===== src/common/csdoc_pkg.sv =====
package csdoc_pkg;
   // ------------------------------------------------------------
   // Register map
   // ------------------------------------------------------------
   localparam logic [7:0] ADDR_FB_DIV_VP   = 8'h3D;
   localparam logic [7:0] ADDR_FB_DIV_N    = 8'h3E;
   localparam logic [7:0] ADDR_OSC_BIAS    = 8'h3F;
   localparam logic [7:0] ADDR_LANE_PE     = 8'h48;
   localparam logic [7:0] ADDR_DIFF_SWING  = 8'h50;

   localparam logic [7:0] RST_FB_DIV_VP    = 8'h00;
   localparam logic [7:0] RST_FB_DIV_N     = 8'h20;
   localparam logic [7:0] RST_OSC_BIAS     = 8'h4F;
   localparam logic [7:0] RST_LANE_PE      = 8'h00;
   localparam logic [7:0] RST_DIFF_SWING   = 8'h00;

   // ------------------------------------------------------------
   // Field positions
   // ------------------------------------------------------------
   localparam int P_DIV_LSB   = 2;
   localparam int V_DIV_LSB   = 0;
   localparam int N_DIV_LSB   = 0;
   localparam int BIAS_LSB    = 0;
   localparam int PE_LSB      = 0;
   localparam int SWING_LSB   = 0;

   // Recommended oscillator bias while the synthesizer is in use
   localparam logic [6:0] OSC_BIAS_IN_USE = 7'h4A;

   // Divider ratios decoded from the select codes
   localparam logic [2:0] V_RATIO_CODE0 = 3'h5;
   localparam logic [2:0] V_RATIO_CODE1 = 3'h4;
   localparam logic [2:0] V_RATIO_CODE2 = 3'h3;
   localparam logic [2:0] P_RATIO_CODE0 = 3'h1;
   localparam logic [2:0] P_RATIO_CODE1 = 3'h2;
   localparam logic [2:0] P_RATIO_CODE2 = 3'h4;
   localparam logic [2:0] RATIO_NONE    = 3'h0;
endpackage


===== src/rtl/csdoc_ratio_decode.sv =====
`timescale 1ns/1ps
// ------------------------------------------------------------
// Select codes to divider ratios, zero for a reserved code
// ------------------------------------------------------------
module csdoc_ratio_decode (
   input  wire logic [1:0] vSel,
   input  wire logic [1:0] pSel,
   input  wire logic [5:0] nSel,
   output logic      [2:0] vRatio,
   output logic      [2:0] pRatio,
   output logic      [5:0] nRatio,
   output logic            selReserved
);
   always_comb begin
      case (vSel)
         2'h0:    vRatio = csdoc_pkg::V_RATIO_CODE0;
         2'h1:    vRatio = csdoc_pkg::V_RATIO_CODE1;
         2'h2:    vRatio = csdoc_pkg::V_RATIO_CODE2;
         default: vRatio = csdoc_pkg::RATIO_NONE;
      endcase
      case (pSel)
         2'h0:    pRatio = csdoc_pkg::P_RATIO_CODE0;
         2'h1:    pRatio = csdoc_pkg::P_RATIO_CODE1;
         2'h2:    pRatio = csdoc_pkg::P_RATIO_CODE2;
         default: pRatio = csdoc_pkg::RATIO_NONE;
      endcase
      // Zero is not a legal N ratio
      nRatio      = nSel;
      selReserved = (vSel == 2'h3) || (pSel == 2'h3) || (nSel == 6'h00);
   end
endmodule


===== src/rtl/csdoc_cfg_regs.sv =====
`timescale 1ns/1ps
// How it works
// - Second-stage divider select bits 3:2: codes 0,1,2 give /1,/2,/4; 3 reserved.
// - First-stage divider select bits 1:0: codes 0,1,2 give /5,/4,/3; 3 reserved.
// - First-stage output feeds second stage; second-stage output is the sampling clock.
// - Third divider ratio is bits 5:0, 1 to 63, reset 0x20.
// - Third divider turns the sampling clock into the detector feedback clock.
// - Four-bit pre-emphasis at bits 3:0, reset zero, shared by every lane.
// - Two-bit swing select at bits 1:0 for reference and trigger outputs, reset 0.
module csdoc_cfg_regs (
   input  wire logic       mclk,
   input  wire logic       rst_n,
   input  wire logic       regWrEn,
   input  wire logic [7:0] regAddr,
   input  wire logic [7:0] regWrData,
   input  wire logic       synthPllReset,
   output logic      [7:0] regRdData,
   output logic            regHit,
   output logic      [1:0] vDivSel,
   output logic      [1:0] pDivSel,
   output logic      [5:0] nDivSel,
   output logic      [2:0] vDivRatio,
   output logic      [2:0] pDivRatio,
   output logic      [5:0] nDivRatio,
   output logic      [8:0] samplingRatio,
   output logic            divSelReserved,
   output logic            divChangedLive,
   output logic      [6:0] oscillatorBiasLevel,
   output logic            biasNotRecommended,
   output logic      [3:0] lanePreemphasis,
   output logic      [1:0] outputSwingSel,
   output logic            highSwingSetting
);
   // ------------------------------------------------------------
   // Register storage
   // ------------------------------------------------------------
   logic [7:0] fbDivVp_reg;
   logic [7:0] fbDivVp_next;
   logic [7:0] fbDivN_reg;
   logic [7:0] fbDivN_next;
   logic [7:0] oscBias_reg;
   logic [7:0] oscBias_next;
   logic [7:0] lanePe_reg;
   logic [7:0] lanePe_next;
   logic [7:0] diffSwing_reg;
   logic [7:0] diffSwing_next;
   logic [7:0] rdData_reg;
   logic [7:0] rdData_next;
   logic       divLive_reg;
   logic       divLive_next;

   function automatic logic addrHit(input logic [7:0] a);
      addrHit = (a == csdoc_pkg::ADDR_FB_DIV_VP) || (a == csdoc_pkg::ADDR_FB_DIV_N)
              || (a == csdoc_pkg::ADDR_OSC_BIAS) || (a == csdoc_pkg::ADDR_LANE_PE)
              || (a == csdoc_pkg::ADDR_DIFF_SWING);
   endfunction

   always_comb begin
      fbDivVp_next   = fbDivVp_reg;
      fbDivN_next    = fbDivN_reg;
      oscBias_next   = oscBias_reg;
      lanePe_next    = lanePe_reg;
      diffSwing_next = diffSwing_reg;
      divLive_next   = divLive_reg;
      if (regWrEn) begin
         // Whole byte stored, reserved bits too, so readback is exact
         case (regAddr)
            csdoc_pkg::ADDR_FB_DIV_VP:  fbDivVp_next   = regWrData;
            csdoc_pkg::ADDR_FB_DIV_N:   fbDivN_next    = regWrData;
            csdoc_pkg::ADDR_OSC_BIAS:   oscBias_next   = regWrData;
            csdoc_pkg::ADDR_LANE_PE:    lanePe_next    = regWrData;
            csdoc_pkg::ADDR_DIFF_SWING: diffSwing_next = regWrData;
            default:                    divLive_next   = divLive_reg;
         endcase
         // Flag a divider change made while the synthesizer was not held in reset
         if ((regAddr == csdoc_pkg::ADDR_FB_DIV_VP || regAddr == csdoc_pkg::ADDR_FB_DIV_N)
             && !synthPllReset) begin
            divLive_next = 1'b1;
         end
      end
      if (synthPllReset) begin
         divLive_next = 1'b0;
      end
   end

   // ------------------------------------------------------------
   // Read path, unmapped addresses read zero
   // ------------------------------------------------------------
   always_comb begin
      case (regAddr)
         csdoc_pkg::ADDR_FB_DIV_VP:  rdData_next = fbDivVp_reg;
         csdoc_pkg::ADDR_FB_DIV_N:   rdData_next = fbDivN_reg;
         csdoc_pkg::ADDR_OSC_BIAS:   rdData_next = oscBias_reg;
         csdoc_pkg::ADDR_LANE_PE:    rdData_next = lanePe_reg;
         csdoc_pkg::ADDR_DIFF_SWING: rdData_next = diffSwing_reg;
         default:                    rdData_next = 8'h00;
      endcase
   end

   always_ff @(posedge mclk or negedge rst_n) begin
      if (!rst_n) begin
         fbDivVp_reg   <= csdoc_pkg::RST_FB_DIV_VP;
         fbDivN_reg    <= csdoc_pkg::RST_FB_DIV_N;
         oscBias_reg   <= csdoc_pkg::RST_OSC_BIAS;
         lanePe_reg    <= csdoc_pkg::RST_LANE_PE;
         diffSwing_reg <= csdoc_pkg::RST_DIFF_SWING;
         rdData_reg    <= 8'h00;
         divLive_reg   <= 1'b0;
      end else begin
         fbDivVp_reg   <= fbDivVp_next;
         fbDivN_reg    <= fbDivN_next;
         oscBias_reg   <= oscBias_next;
         lanePe_reg    <= lanePe_next;
         diffSwing_reg <= diffSwing_next;
         rdData_reg    <= rdData_next;
         divLive_reg   <= divLive_next;
      end
   end

   // ------------------------------------------------------------
   // Field outputs
   // ------------------------------------------------------------
   assign regRdData           = rdData_reg;
   assign regHit              = addrHit(regAddr);
   assign vDivSel             = fbDivVp_reg[csdoc_pkg::V_DIV_LSB +: 2];
   assign pDivSel             = fbDivVp_reg[csdoc_pkg::P_DIV_LSB +: 2];
   assign nDivSel             = fbDivN_reg[csdoc_pkg::N_DIV_LSB +: 6];
   assign oscillatorBiasLevel = oscBias_reg[csdoc_pkg::BIAS_LSB +: 7];
   assign biasNotRecommended  = oscillatorBiasLevel != csdoc_pkg::OSC_BIAS_IN_USE;
   assign lanePreemphasis     = lanePe_reg[csdoc_pkg::PE_LSB +: 4];
   assign outputSwingSel      = diffSwing_reg[csdoc_pkg::SWING_LSB +: 2];
   assign highSwingSetting    = outputSwingSel == 2'h0;
   assign divChangedLive      = divLive_reg;

   csdoc_ratio_decode u_decode (
      .vSel        (vDivSel),
      .pSel        (pDivSel),
      .nSel        (nDivSel),
      .vRatio      (vDivRatio),
      .pRatio      (pDivRatio),
      .nRatio      (nDivRatio),
      .selReserved (divSelReserved)
   );

   // VCO to sampling clock ratio is V times P; N then divides the sampling clock
   assign samplingRatio = {3'h0, 6'(vDivRatio * pDivRatio)};
endmodule


===== config.mk =====
export PLATFORM = sky130hd
export DESIGN_NAME = csdoc_cfg_regs
export DESIGN_NICKNAME = d
export VERILOG_FILES = /design/src/common/csdoc_pkg.sv /design/src/rtl/csdoc_ratio_decode.sv /design/src/rtl/csdoc_cfg_regs.sv
export SDC_FILE = /design/constraint.sdc
export NUM_CORES = 1
export LEC_CHECK = 0
export BUFFER_PORTS_ARGS = -buffer_cell sky130_fd_sc_hd__buf_2
export CAP_MARGIN = 0
export CORE_ASPECT_RATIO = 0.8
export CORE_MARGIN = 3
export CORE_UTILIZATION = 35
export CTS_CLUSTER_SIZE = 30
export DETAILED_ROUTE_END_ITERATION = 8
export PLACE_DENSITY = 0.6
export SYNTH_ARGS = -nofsm -noshare
export SYNTH_HDL_FRONTEND = slang
export SYNTH_SLANG_ARGS = --single-unit

===== constraint.sdc =====
create_clock -name mclk -period 3.57 [get_ports mclk]
set_input_delay 0.714 -clock mclk [delete_from_list [all_inputs] [get_ports mclk]]
set_output_delay 0.714 -clock mclk [all_outputs]
set_load 0.02 [all_outputs]

==> impl_metrics.env <==
export IMPL_clock_latency_ns=0.30
export IMPL_drive_above_1_share_pct=45.3
export IMPL_final_cell_area_mm2=0.00314
export IMPL_cts_buffer_depth=2
export IMPL_wl_mm=6.61
export IMPL_nNetsFinal=313
export IMPL_max_stage_delay_ns=0.55
export IMPL_cts_htree_levels=2
export IMPL_synth_edff_count=0
export IMPL_p_leak_nw=1.69
export IMPL_setup_ws_ns=0.283
export IMPL_power_frac_seq_pct=50.3
export IMPL_crit_top_cell="fa_1"
export IMPL_setup_violations=0
export IMPL_crit_chain="nand2b_1, nor2_1, fa_1, ha_1, inv_1, fa_1, xnor2_1, buf_2"
export IMPL_areaGrowthSynthToFinish_pct=14.0
export IMPL_boundaryPins=77
export IMPL_postCtsSetupRepairBufs=0
export IMPL_rr_startpoint="oscBias_reg[6]"
export IMPL_avgSynthCellArea_um2=11.5
export IMPL_tns_ns=0
export IMPL_start_util_pct=36.5
export IMPL_drv_cap=0
export IMPL_grt_pass1_wl_mm=10.8
export IMPL_regToRegSetupSlack_ns=2.43
export IMPL_place_inst=384
export IMPL_drtPass1Iterations=4
export IMPL_internal_power_mw=0.873
export IMPL_portBuffers=73
export IMPL_drt_wirelength_per_cell_um=16.8
export IMPL_cts_sinks=49
export IMPL_swShare_pct=26.9
export IMPL_die_x_um=105
export IMPL_clockPowerShare_pct=34.8
export IMPL_slew_viol_final=0
export IMPL_cts_repair_resized=0
export IMPL_worstSetupStartpoint="fbDivVp_reg[2]"
export IMPL_fin_crit_ns=3.29
export IMPL_async_flop_share_pct=100
export IMPL_grt_max_degree=35
export IMPL_dpl_worst_slack_ns=0.636
export IMPL_postLayoutCoreUtil_pct=41.6
export IMPL_clk_pin_slew_worst_paths_ns=0.09
export IMPL_vdd_drop_max_mv=0.213
export IMPL_synth_main_ff_cell="dfrtp_1"
export IMPL_yosysWarnings=0
export IMPL_share_comb_of_total_power_pct=14.9
export IMPL_die_y_um=85.3
export IMPL_hold_violations=0
export IMPL_min_path_type="in2async"
export IMPL_viasPerCell=5.06
export IMPL_grt_setup_unrepaired="no"
export IMPL_cp_max_fo=10
export IMPL_fin_cells=392
export IMPL_ys_ff_latch=49
export IMPL_criticalPathCategory="reg2out"
export IMPL_timing_fmax_mhz=304
export IMPL_grt_pass1_vias=2019
export IMPL_antenna_found_initial=0
export IMPL_fin_crit_sh_pct=92.1
export IMPL_cts_buffers=5
export IMPL_seq_area_frac_synth_pct=44.8
export IMPL_crit_path_end="samplingRatio[4]"
export IMPL_end_kind="primary output"
export IMPL_ant_nets=0
export IMPL_design_power_total_mw=1.19
export IMPL_startpoint_type="flop"
export IMPL_diodes=0
export IMPL_dp_hpwl_mm=4.92
export IMPL_overflow=0
export IMPL_core_area_mm2=0.00753
export IMPL_cts_tree="built"
export IMPL_synthCells=239
export IMPL_crit_arrival_ns=2.57
export IMPL_power_density_mw_per_mm2=381
export IMPL_cp_required_ns=2.86
export IMPL_status="complete, no violations"
export IMPL_grtUsageTotal_pct=15.3
export IMPL_r2r_end="regRdData[6]"
export IMPL_drtIter0Drc=67
export IMPL_cts_root_buffer="clkbuf_8"
export IMPL_dieArea_mm2=0.00897
export IMPL_cts_hold_buf=0
export IMPL_finalWeightedCongestion=0.825
export IMPL_timing_hold_ws_ns=0.472
export IMPL_synth_cell_type_count=37
export IMPL_switchingPower_mw=0.321
export IMPL_worstRegToRegCells=3
export IMPL_syn_area_mm2=0.00275
export IMPL_post_dp_cell_area_mm2=0.00302
export IMPL_tightest_slew_ns=0.755
export IMPL_num_rows=28
export IMPL_maxSlewHeadroom_pct=49.7
export IMPL_drcViolationCount=0
export IMPL_finClkSkew_ns=0.00433
export IMPL_num_vias=1984
export IMPL_crit_slowest_cell="fa_1"
==> power groups by stage <==
stage                     Combinational [mW]  Sequential (mW)  Clock (mW)
after floorplan                        0.134            0.602           0
after global placement                 0.180            0.610           0
after detailed placement               0.181            0.611           0
after CTS                              0.181            0.601       0.427
after global routing                   0.194            0.605       0.453
final                                  0.178            0.601       0.416
==> layout by cell type (no fill, tap or decap), types with 5 or more instances in the layout <==
cell      synthesis  final
nor2_1           12     12
mux2_1           16     16
mux2_2           32     32
buf_4            32      6
inv_1             9      9
buf_2             5     73
dfrtp_1          43     43
ha_1              5      5
nand3_1          28     28
clkbuf_8          0      6
dfstp_2           6      6
nand4_1           7      7
==> worst max-delay path, delay by kind of cell (launching register included) <==
kind          cells  cell delay [ns]
xor+xnor          1             0.13
simple gates      2             0.29
flops             1             0.53
fa+ha+maj         3             1.09
buf+inv           2             0.24
==> cells in the mapped netlist (2+ instances only) <==
library cell	instances	area share, %
mux2_2	32	13
buf_2	5	0.91
inv_1	9	1.2
mux2_1	16	6.5
nor3_1	4	0.73
dfrtp_1	43	39
nand3_1	28	5.1
buf_4	32	8.7
o22ai_1	2	0.45
dfstp_2	6	5.7
fa_1	2	1.5
nand4_1	7	1.6
a21o_1	2	0.55
nand2_1	4	0.55
nor2b_1	2	0.45
clkbuf_1	4	0.55
ha_1	5	2.3
nor4b_1	4	1.3
nand4_4	2	1.5
nand2b_1	2	0.45
nor2_1	12	1.6
==> final cells by class <==
class	instances	area, um^2
fill	741	4400
tap	105	131
clock inverter	1	30.0
timing repair buffer	79	410
inverter	9	33.8
multi-input combinational	142	1210
sequential	49	1230
clock buffer	7	86.3
==> per-layer routing <==
layer	wire [um]	vias to the layer above	track usage (%)
met3	452	9	4.49
met2	3040	68	23.6
met5	0	-	0
met4	90	0	4.89
met1	3020	993	20.9
li1	-	914	-
==> worst min path at each step <==
stage                     start               end  slack (ns)
2_1_floorplan             rst_n  diffSwing_reg[0]        0.42
3_3_place_gp   diffSwing_reg[3]  diffSwing_reg[3]        0.47
3_5_place_dp   diffSwing_reg[3]  diffSwing_reg[3]        0.48
4_1_cts                   rst_n    oscBias_reg[7]        0.49
5_1_grt                   rst_n    fbDivVp_reg[4]        0.52
6_report                  rst_n    oscBias_reg[7]        0.47
==> kinds of logic after synthesis <==
family / Yosys count / synth area share [%]
muxes: 49 / 20.0
adders and majority gates: 7 / 3.73
and+or+nand+nor: 74 / 17.3
DFF: 49 / 44.8
other: 1 / 0.136
AOI/OAI and AO/OA: 7 / 1.96
buffers and inverters: 50 / 11.4
xor gates and xnor gates: 2 / 0.637
(Power assumes the default switching activity.)
